<file path="src/shared/dar_pkg.sv">
/*
 * constants shared by the dual alarm register block: register offsets,
 * writable field masks, transfer format codes and reset values.
 * assumes nothing of its surroundings; imported whole by each design file.
 */
package dar_pkg;

    // ==========================================================
    // register offsets (four-bit address pointer)
    localparam logic [3:0] DAR_OFS_WEEKLY_MINUTE = 4'h8;
    localparam logic [3:0] DAR_OFS_WEEKLY_HOUR   = 4'h9;
    localparam logic [3:0] DAR_OFS_WEEKLY_DAYS   = 4'hA;
    localparam logic [3:0] DAR_OFS_DAILY_MINUTE  = 4'hB;
    localparam logic [3:0] DAR_OFS_DAILY_HOUR    = 4'hC;

    // ==========================================================
    // implemented bits of each register; the rest read as zero
    localparam logic [7:0] DAR_MASK_MINUTE = 8'h7F;  // tens 6:4, units 3:0
    localparam logic [7:0] DAR_MASK_HOUR   = 8'h3F;  // twenties/pm 5, tens 4, units 3:0
    localparam logic [7:0] DAR_MASK_DAYS   = 8'h7F;  // one enable per weekday 6:0
    localparam logic [7:0] DAR_MASK_NONE   = 8'h00;
    localparam logic [7:0] DAR_REG_RESET   = 8'h00;

    // ==========================================================
    // field widths and the pm bit position
    localparam int DAR_MIN_W      = 7;
    localparam int DAR_HOUR_W     = 6;
    localparam int DAR_DAY_W      = 3;
    localparam int DAR_HOUR_PM_BIT = 5;

    localparam logic [2:0] DAR_DAY_INVALID = 3'h7;  // day counter never holds this

    // ==========================================================
    // command byte: upper nibble address, lower nibble format
    localparam logic [3:0] DAR_FMT_WRITE_ONE   = 4'h8;
    localparam logic [3:0] DAR_FMT_WRITE_BURST = 4'h0;
    localparam logic [3:0] DAR_FMT_READ_ONE    = 4'hC;
    localparam logic [3:0] DAR_FMT_READ_BURST  = 4'h4;

    // implemented bits of the register at an address; zero when unmapped
    function automatic logic [7:0] dar_field_mask(input logic [3:0] addr);
        logic [7:0] m;
        m = DAR_MASK_NONE;
        unique case (addr)
            DAR_OFS_WEEKLY_MINUTE: m = DAR_MASK_MINUTE;
            DAR_OFS_WEEKLY_HOUR:   m = DAR_MASK_HOUR;
            DAR_OFS_WEEKLY_DAYS:   m = DAR_MASK_DAYS;
            DAR_OFS_DAILY_MINUTE:  m = DAR_MASK_MINUTE;
            DAR_OFS_DAILY_HOUR:    m = DAR_MASK_HOUR;
            default:               m = DAR_MASK_NONE;
        endcase
        return m;
    endfunction

endpackage

</file>
<file path="src/design/dar_alarm_regs.sv">
/*
 * storage for the five alarm setting registers with masked writes and a
 * registered read port; also presents the stored fields to the comparators.
 * assumes write strobes and addresses come from logic on the same clock.
 */
`timescale 1ns/1ps
`default_nettype none

module dar_alarm_regs
    import dar_pkg::*;
(
    input  wire logic       clk,
    input  wire logic       rst_b,
    input  wire logic       wr_en,
    input  wire logic [3:0] wr_addr,
    input  wire logic [7:0] wr_data,
    input  wire logic [3:0] rd_addr,
    output logic      [7:0] rd_data,
    output logic      [7:0] weekly_minute,
    output logic      [7:0] weekly_hour,
    output logic      [7:0] weekly_day_mask,
    output logic      [7:0] daily_minute,
    output logic      [7:0] daily_hour
);

    // ==========================================================
    // register array, upper bits dropped on write
    logic [7:0] mem [0:4];
    logic [7:0] wmask;

    assign wmask = dar_field_mask(wr_addr);

    // masked write; contents after power-up are unspecified, cleared here
    always_ff @(posedge clk or negedge rst_b) begin
        if (!rst_b) begin
            for (int i = 0; i < 5; i++) begin
                mem[i] <= DAR_REG_RESET;
            end
        end else if (wr_en && (wmask != DAR_MASK_NONE)) begin
            mem[3'(wr_addr - DAR_OFS_WEEKLY_MINUTE)] <= wr_data & wmask;
        end
    end

    // registered read; unmapped addresses read zero
    always_ff @(posedge clk or negedge rst_b) begin
        if (!rst_b) begin
            rd_data <= DAR_REG_RESET;
        end else if (dar_field_mask(rd_addr) != DAR_MASK_NONE) begin
            rd_data <= mem[3'(rd_addr - DAR_OFS_WEEKLY_MINUTE)];
        end else begin
            rd_data <= DAR_REG_RESET;
        end
    end

    assign weekly_minute   = mem[0];
    assign weekly_hour     = mem[1];
    assign weekly_day_mask = mem[2];
    assign daily_minute    = mem[3];
    assign daily_hour      = mem[4];

endmodule

`default_nettype wire

</file>
<file path="src/design/dar_alarm_top.sv">
/*
 * dual alarm registers of a serial real-time clock: a three-wire serial
 * slave reaching the weekly and daily alarm registers, and the two alarm
 * comparators.
 * assumes ce, sclk and sio come from pins outside the clock domain, and the
 * current time inputs come from timekeeping logic on the same clock.
 */
`timescale 1ns/1ps
`default_nettype none

module dar_alarm_top
    import dar_pkg::*;
(
    input  wire logic                  clk,
    input  wire logic                  rst_b,
    input  wire logic                  ce,
    input  wire logic                  sclk,
    input  wire logic                  sio_in,
    output logic                       sio_out,
    output logic                       sio_oe,
    input  wire logic [DAR_MIN_W-1:0]  cur_minute,
    input  wire logic [DAR_HOUR_W-1:0] cur_hour,
    input  wire logic [DAR_DAY_W-1:0]  cur_weekday,
    output logic                       weekly_match,
    output logic                       daily_match
);

    typedef enum logic [1:0] {
        DAR_ST_IDLE,
        DAR_ST_CMD,
        DAR_ST_WRITE,
        DAR_ST_READ
    } dar_state_t;

    // ==========================================================
    // pin synchronisers
    logic [1:0] ce_sync;
    logic [1:0] sclk_sync;
    logic [1:0] sio_sync;
    logic       ce_s;
    logic       sclk_s;
    logic       sio_s;
    logic       ce_d;
    logic       sclk_d;

    // two flops per pin, only the second stage is read
    always_ff @(posedge clk or negedge rst_b) begin
        if (!rst_b) begin
            ce_sync   <= 2'h0;
            sclk_sync <= 2'h0;
            sio_sync  <= 2'h0;
        end else begin
            ce_sync   <= {ce_sync[0], ce};
            sclk_sync <= {sclk_sync[0], sclk};
            sio_sync  <= {sio_sync[0], sio_in};
        end
    end

    assign ce_s   = ce_sync[1];
    assign sclk_s = sclk_sync[1];
    assign sio_s  = sio_sync[1];

    // delayed copies for edge detection
    always_ff @(posedge clk or negedge rst_b) begin
        if (!rst_b) begin
            ce_d   <= 1'b0;
            sclk_d <= 1'b0;
        end else begin
            ce_d   <= ce_s;
            sclk_d <= sclk_s;
        end
    end

    // ==========================================================
    // edge timing: sclk level at ce rise picks the sampling edge
    logic ce_rise;
    logic sclk_rise;
    logic sclk_fall;
    logic in_rising;   // 1: input on rising, output on falling
    logic in_edge;
    logic out_edge;

    assign ce_rise   = ce_s && !ce_d;
    assign sclk_rise = sclk_s && !sclk_d;
    assign sclk_fall = !sclk_s && sclk_d;
    assign in_edge   = ce_s && !ce_rise && (in_rising ? sclk_rise : sclk_fall);
    assign out_edge  = ce_s && !ce_rise && (in_rising ? sclk_fall : sclk_rise);

    // latch the timing choice at the start of each frame
    always_ff @(posedge clk or negedge rst_b) begin
        if (!rst_b) begin
            in_rising <= 1'b0;
        end else if (ce_rise) begin
            in_rising <= sclk_s;
        end
    end

    // ==========================================================
    // byte sequencer
    dar_state_t state;
    logic [2:0] bit_cnt;
    logic [6:0] rx;
    logic [7:0] rx_byte;
    logic       burst;
    logic [3:0] ptr;
    logic       wr_en;
    logic [3:0] wr_addr;
    logic [7:0] wr_data;
    logic [1:0] load_q;    // read data pipeline: pointer -> memory -> shifter
    logic       byte_done;

    assign rx_byte   = {rx, sio_s};
    assign byte_done = in_edge && (bit_cnt == 3'h7);

    // shift in msb first, decode command bytes, move data bytes
    always_ff @(posedge clk or negedge rst_b) begin
        if (!rst_b) begin
            state   <= DAR_ST_IDLE;
            bit_cnt <= 3'h0;
            rx      <= 7'h00;
            burst   <= 1'b0;
            ptr     <= 4'h0;
            wr_en   <= 1'b0;
            wr_addr <= 4'h0;
            wr_data <= 8'h00;
            load_q  <= 2'h0;
        end else begin
            wr_en  <= 1'b0;
            load_q <= {load_q[0], 1'b0};
            if (!ce_s) begin
                state   <= DAR_ST_IDLE;  // frame ends with ce low
                bit_cnt <= 3'h0;
            end else if (ce_rise) begin
                state   <= DAR_ST_CMD;
                bit_cnt <= 3'h0;
            end else if (in_edge) begin
                rx      <= rx_byte[6:0];
                bit_cnt <= bit_cnt + 3'h1;
                if (byte_done) begin
                    unique case (state)
                        DAR_ST_CMD: begin
                            ptr <= rx_byte[7:4];
                            if (rx_byte[3:0] == DAR_FMT_WRITE_ONE ||
                                rx_byte[3:0] == DAR_FMT_WRITE_BURST) begin
                                state <= DAR_ST_WRITE;
                                burst <= (rx_byte[3:0] == DAR_FMT_WRITE_BURST);
                            end else if (rx_byte[3:0] == DAR_FMT_READ_ONE ||
                                         rx_byte[3:0] == DAR_FMT_READ_BURST) begin
                                state  <= DAR_ST_READ;
                                burst  <= (rx_byte[3:0] == DAR_FMT_READ_BURST);
                                load_q <= 2'h1;
                            end
                        end
                        DAR_ST_WRITE: begin
                            wr_en   <= 1'b1;
                            wr_addr <= ptr;
                            wr_data <= rx_byte;  // upper bits masked in storage
                            if (burst) begin
                                ptr <= ptr + 4'h1;  // wraps f to 0
                            end else begin
                                state <= DAR_ST_CMD;
                            end
                        end
                        DAR_ST_READ: begin
                            if (burst) begin
                                ptr    <= ptr + 4'h1;
                                load_q <= 2'h1;
                            end else begin
                                state <= DAR_ST_CMD;
                            end
                        end
                        DAR_ST_IDLE: begin
                            state <= DAR_ST_IDLE;
                        end
                    endcase
                end
            end
        end
    end

    // ==========================================================
    // register storage
    logic [7:0] rd_data;
    logic [7:0] weekly_minute;
    logic [7:0] weekly_hour;
    logic [7:0] weekly_day_mask;
    logic [7:0] daily_minute;
    logic [7:0] daily_hour;

    dar_alarm_regs dar_alarm_regs_i (
        .clk             (clk),
        .rst_b           (rst_b),
        .wr_en           (wr_en),
        .wr_addr         (wr_addr),
        .wr_data         (wr_data),
        .rd_addr         (ptr),
        .rd_data         (rd_data),
        .weekly_minute   (weekly_minute),
        .weekly_hour     (weekly_hour),
        .weekly_day_mask (weekly_day_mask),
        .daily_minute    (daily_minute),
        .daily_hour      (daily_hour)
    );

    // ==========================================================
    // read shifter and pin drive
    logic [7:0] tx;

    // load the addressed byte once the memory has presented it
    always_ff @(posedge clk or negedge rst_b) begin
        if (!rst_b) begin
            tx <= 8'h00;
        end else if (load_q[1]) begin
            tx <= rd_data;
        end
    end

    // present one bit per output edge, msb first
    always_ff @(posedge clk or negedge rst_b) begin
        if (!rst_b) begin
            sio_out <= 1'b0;
        end else if (out_edge && state == DAR_ST_READ) begin
            sio_out <= tx[3'h7 - bit_cnt];
        end
    end

    // drive the pin only during the data phase of a read
    always_ff @(posedge clk or negedge rst_b) begin
        if (!rst_b) begin
            sio_oe <= 1'b0;
        end else begin
            sio_oe <= ce_s && (state == DAR_ST_READ);
        end
    end

    // ==========================================================
    // alarm comparison; bit5 compares as is, so pm flag and twenties digit
    // both follow the same bcd coding in either hour mode
    logic weekly_day_hit;
    logic weekly_time_hit;
    logic daily_time_hit;

    assign weekly_day_hit  = (cur_weekday != DAR_DAY_INVALID) &&
                             (weekly_day_mask[DAR_DAY_W'(cur_weekday)]) &&
                             (weekly_day_mask[6:0] != 7'h00);
    assign weekly_time_hit = (cur_minute == weekly_minute[DAR_MIN_W-1:0]) &&
                             (cur_hour == weekly_hour[DAR_HOUR_W-1:0]);
    assign daily_time_hit  = (cur_minute == daily_minute[DAR_MIN_W-1:0]) &&
                             (cur_hour == daily_hour[DAR_HOUR_W-1:0]);

    // registered match levels
    always_ff @(posedge clk or negedge rst_b) begin
        if (!rst_b) begin
            weekly_match <= 1'b0;
            daily_match  <= 1'b0;
        end else begin
            weekly_match <= weekly_time_hit && weekly_day_hit;
            daily_match  <= daily_time_hit;
        end
    end

endmodule

`default_nettype wire

</file>
<file path="config.mk">
export PLATFORM = sky130hd
export DESIGN_NAME = dar_alarm_top
export DESIGN_NICKNAME = d
export VERILOG_FILES = /design/src/shared/dar_pkg.sv /design/src/design/dar_alarm_regs.sv /design/src/design/dar_alarm_top.sv
export SDC_FILE = /design/constraint.sdc
export NUM_CORES = 1
export LEC_CHECK = 0
export CAP_MARGIN = 20
export CORE_UTILIZATION = 55
export CTS_BUF_LIST = sky130_fd_sc_hd__clkbuf_2
export DETAILED_ROUTE_END_ITERATION = 8
export DONT_BUFFER_PORTS = 1
export PLACE_DENSITY_LB_ADDON = 0.12
export SLEW_MARGIN = 30
export SYNTH_ARGS = -nofsm -noshare
export SYNTH_HDL_FRONTEND = slang
export SYNTH_SLANG_ARGS = --single-unit
</file>
<file path="constraint.sdc">
create_clock -name clk -period 2.29 [get_ports clk]
set_clock_uncertainty 0.1 [all_clocks]
set_input_delay 0.1145 -clock clk [delete_from_list [all_inputs] [get_ports clk]]
set_output_delay 0.1145 -clock clk [all_outputs]
set_load 0.05 [all_outputs]
</file>
======== Word level (Yosys, flattened, before mapping) ========
Index checks and enable logic that the tools add are counted.
W data, S select, Z words.
storage, ports and cells
  input bits .............................. 21
  flip-flop bits (word level) ............. 101
  output and inout bits ................... 4
  logic and storage cells ................. 149
cells by class
  $add $sub $neg .......................... 5
  bitwise operators ....................... 4
  multiplexer cells ....................... 43
  reductions and logical operators ........ 39
  magnitude comparators ................... 5
  eq/ne operators ......................... 27
operators by type and width
  operator              count
  $eq A4 B4 Y1 const B  12
  $bwmux W40            1
  $mux W8               4
  $mux W2               14
  $pmux W7 S2           2
  $bmux W8 S3           1
  $demux W8 S3          1
  $logic_and A1 B1 Y1   16
  $reduce_bool A8 Y1    2
  $eq A7 B7 Y1          2
  $eq A6 B6 Y1          2
  $reduce_and A6 Y1     2
  $mux W1               11
  $mux W3               3
  $and A8 B7 Y8         1
  $ge A4 B4 Y1 const B  2
  $lt A3 B4 Y1 const B  2
  $not A3 Y4            2
  $pmux W4 S2           1
  $reduce_bool A7 Y1    1
  $bmux W1 S3           2
  $ne A3 B1 Y1 const B  2
  $pmux W2 S3           1
  $reduce_or A2 Y1      3
  other kinds (25)      33

======== Depth between registers and ports, before layout ========
  depth after elaboration ................. 10
  gate-level depth with buffers ........... 7
  mapped depth without buffers ............ 6

======== Modules after synthesis ========
From an unflattened synthesis, not the netlist that was laid out.
second synthesis, totals
  cells, all modules ...................... 334
  area total of the unflattened synthesis .. 4441.8 um^2
by module, submodules not included
  module          area each (um^2)  instances  cells each  seq. area each (um^2)
  dar_alarm_top   2516.2            1          195         1326.3
  dar_alarm_regs  1925.6            1          139         1051.0

======== Worst setup path before layout ========
Ideal clock, no wire load.
  path type ............................... reg-to-reg
  start point ............................. register bit_cnt[1]
  end point ............................... register wr_addr[0]
  period minus slack after synthesis ...... 1.911 ns
  slack ................................... 0.379 ns
  path buffers ............................ 1
  library setup time ...................... 0.125 ns
  arrival time ............................ 1.686 ns
  data required time ...................... 2.065 ns
  cell stages (with the launch flop) ...... 7
  cells stage by stage .................... dfrtp_1 > ha_1 > ha_1 > o21ai_2 > or3_4 > buf_6 > mux2_4
on the way
  cells in the longest elaborated chain, start to end .. 3
RTL lines
  what                                RTL line              text
  start: declaration                  dar_alarm_top.sv:101  logic [2:0] bit_cnt;
  start signal: assignment            dar_alarm_top.sv:138  bit_cnt <= bit_cnt + 3'h1;
  $eq A3 B3 Y1                        dar_alarm_top.sv:113  assign byte_done = in_edge && (bit_cnt == 3'h7);
  $logic_and A1 B1 Y1                 dar_alarm_top.sv:113
  $reduce_and A5 Y1 (no source line)  --
  end signal: assignment              dar_alarm_top.sv:156  wr_addr <= ptr;
  end: declaration                    dar_alarm_top.sv:107  logic [3:0] wr_addr;
Every way passes these cells.
A chain may end at the register's enable or synchronous reset.

======== Worst setup path after layout ========
  start point ............................. register dar_alarm_regs_i.mem, in the netlist dar_alarm_regs_i.daily_minute[1]
  end point ............................... register daily_match
on the way
  cells in the longest elaborated chain, start to end .. 2
RTL lines
  what                              RTL line              text
  start: declaration                dar_alarm_regs.sv:28  logic [7:0] mem [0:4];
  start signal: indexed assignment  dar_alarm_regs.sv:40  mem[3'(wr_addr - DAR_OFS_WEEKLY_MINUTE)] <= wr_data & wmask;
  $eq A7 B7 Y1                      dar_alarm_top.sv:248  assign daily_time_hit = (cur_minute == daily_minute[DAR_MIN_W-1:0]) &&
  $logic_and A1 B1 Y1               dar_alarm_top.sv:248
  named net daily_time_hit          dar_alarm_top.sv:241  logic daily_time_hit;
  end signal: assignment            dar_alarm_top.sv:258  daily_match <= daily_time_hit;
  end: declaration                  dar_alarm_top.sv:25   output logic daily_match
The timed path passes the listed nets, and every way through them passes these cells.

==> qor.csv <==
metric;value;unit
CTS clock-pin slew for the worst setup and hold paths;0.29;ns
Iter 0 DRT Violations;126;
Die Area;8180;sq um
CTS buffer count;9;
Top Layer Used;met4;
post-route ant nets;0;
design area;4770;sq um
max-slew violations;0;
Worst Setup Start Kind;flip-flop;
die span in x;90.5;microns
Final Hold Viols;0;
layout filler cell count;571;
WHS;0.0481;ns
EDFF count, synth;0;
CP Capture Type;flip-flop;
fin crit share;95.0;%
Clock Tree Root;clkbuf_2;
Worst Hold Depth;3;
Placer Congestion;0.845;
layout net count;392;
number of max-cap violations;0;
relative slew slack;61.6;%
share of cells above drive strength 1;21.6;%
Area Growth Syn to Fin;10.8;%
post-synth top area share;54.1;%
CTS H-tree lvls;3;
WL/cell;18.6;microns
Post-Syn Instances;340;
Primary FF master, synth;dfrtp_1;
DRC;0;
Avg Vias per Cell;5.95;
Std-Cell Rows;31;
IO Port Bufs;0;
FF-to-FF Start;dar_alarm_regs_i.daily_minute[1];
Sequential Area;2330;sq um
area leader, netlist;dfrtp_1;
fmax;460;MHz
Seq/Total Area, Yosys;54.1;%
power density over cell area;575;nW/um^2
outcome;complete, no violations;
GRT Total Usage;23.4;%
post-synthesis register bit count;93;
minimum clock period;2.18;ns
Ports;25;
Mapped Nets;367;
Layout Utilization;64.4;%
worst-skew pair later-pin latency;0.58;ns
TritonRoute pass-1 iters;4;
Design Power;2.74;mW
Hold/Removal Path Class;in -> reg;
Hold Crit Start;cur_weekday[0];
Final HPWL DP;6.06;mm
vias;2789;
CTS tree;yes;
Initial Util;58.1;%
WL met1;4.14;mm
die height;90.5;microns
Async SR Flop Fraction;100;%
top post-synthesis cells by area;dfrtp_1 54%, mux2_2 8.9%, mux4_2 4.7%, mux2_4 3.1%, xor2_1 3.1%;
Cell Count Post-Placement;430;
antenna cells;0;
r2r setup slk;0.11;ns
arrival time at the worst endpoint;2.58;ns
synthesized cell area;4300;sq um
most common cell in the netlist;dfrtp_1;
pre-CTS setup slack;0.283;ns
P_leak;2.14;nW
area of the multi-input gates;1910;sq um
total length of routed met3 wires;400;microns
post-synth cell types;45;
Setup Fix Bufs, Post-CTS;0;
Setup CP Type;reg -> reg;
Cell Area, Placed;4390;sq um
vias in the first global route;2816;
Slew @ Worst Pin;0.573;ns
Finished Layout Cells;469;
Core Region;7410;sq um
CP Data Required Time;2.70;ns
Ys Warns;0;
peak supply drop;394;uV
routed wl met2;3.99;mm
Post-synth top cells;93 x dfrtp_1, 34 x mux2_2, 21 x nand2_1, 21 x o21ai_0, 20 x nand3_1;
grt ovf;0;
final WL;8.75;mm
Clock Tree Buf Depth;2;
WHS Endpoint;weekly_match;
setup violators final;0;
r2r endpoint;daily_match;
RSZ-0062 raised after global routing;false;
Setup TNS;0;ns
Avg Inst Size Synth;12.7;sq um
Max Fanout on Critical Path;3;
largest net degree at the start of global routing;57;
clock sink total;93;
fin worst setup slack;0.114;ns
first-pass GRT wire length;14.5;mm
R2R depth;5;
initial antenna violation count;0;
## metal layers
metal / up-vias / GRT usage [%]
li1: 1280 / -
met1: 1415 / 34.0
met2: 76 / 35.3
met3: 18 / 3.20
met4: 0 / 10.1
met5: - / 0
## placed cells by master (no fill, tap or decap), drive strengths merged, types with 6 or more instances in the layout
| cell | instances |
|---|---|
| a21oi | 11 |
| nand3b | 8 |
| dfrtp | 93 |
| mux2i | 8 |
| mux4 | 9 |
| xnor2 | 12 |
| dlygate4sd3 | 21 |
| o21ai | 23 |
| inv | 9 |
| mux2 | 43 |
| ha | 6 |
| nand2b | 10 |
| xor2 | 15 |
| nand4 | 6 |
| nand2 | 21 |
| nor2 | 9 |
| nand3 | 20 |
| clkbuf | 9 |
## worst max-delay path: stages (launching register included)
cell and delay (ns):
dfrtp_1 0.48, xor2_1 0.19, nor4_2 0.36, nand4_1 0.13, dlygate4sd3_1 0.58, nor4_1 0.27
## registers in the layout, indices dropped and copies added, names as in the netlist, 2 cells and up
signal / count
tx: 7
sio_sync: 2
wr_addr: 4
bit_cnt: 3
load_q: 2
dar_alarm_regs_i.daily_hour: 7
dar_alarm_regs_i.rd_data: 7
ce_sync: 2
ptr: 4
dar_alarm_regs_i.weekly_minute: 7
state: 2
sclk_sync: 2
dar_alarm_regs_i.daily_minute: 7
dar_alarm_regs_i.weekly_hour: 7
wr_data: 7
dar_alarm_regs_i.weekly_day_mask: 7
rx: 7
## power breakdown
group          switching, mW  total (mW)  leakage [nW]  internal [mW]
Sequential            0.0616        1.76          1.27           1.70
Combinational         0.0829       0.179         0.804         0.0957
Clock                  0.630       0.804        0.0645          0.173
Total                  0.775        2.74          2.14           1.97
## worst max-delay path by stage
stage / slack, ns / end / start
after floorplan: 0.38 / wr_addr[0] / bit_cnt[1]
after CTS: 0.04 / daily_match / dar_alarm_regs_i.daily_minute[1]
final: 0.11 / daily_match / dar_alarm_regs_i.daily_minute[1]
after global placement: 0.32 / wr_data[6] / bit_cnt[1]
after global routing: 0.01 / daily_match / dar_alarm_regs_i.daily_minute[1]
after detailed placement: 0.28 / wr_data[1] / bit_cnt[1]
## cell type report
| cell class | instances | share of cell area (%) |
|---|---|---|
| sequential | 93 | 48.8 |
| multi-input combinational | 230 | 40.0 |
| inverter | 5 | 0.393 |
| clock inverter | 7 | 1.39 |
| tap | 99 | 2.60 |
| clock buffer | 9 | 0.944 |
| timing repair buffer | 26 | 5.88 |
## cells by family after synthesis
group | count (synthesis) | synth area share [%]
AOI/OAI and AO/OA | 44 | 6.37
xor gates and xnor gates | 27 | 5.50
adders and majority gates | 6 | 1.74
buffers and inverters | 17 | 1.72
DFF | 93 | 54.1
muxes | 60 | 18.6
and+or+nand+nor | 93 | 12.0
## timing repair
item | CTS | global route
endpoints found under the setup margin | 0 | 1
resized for setup | 0 | 1
hold buffers | 23 | 0
hold endpoints to repair | 98 | 0
No activity file was read; power rests on OpenSTA's default activity.
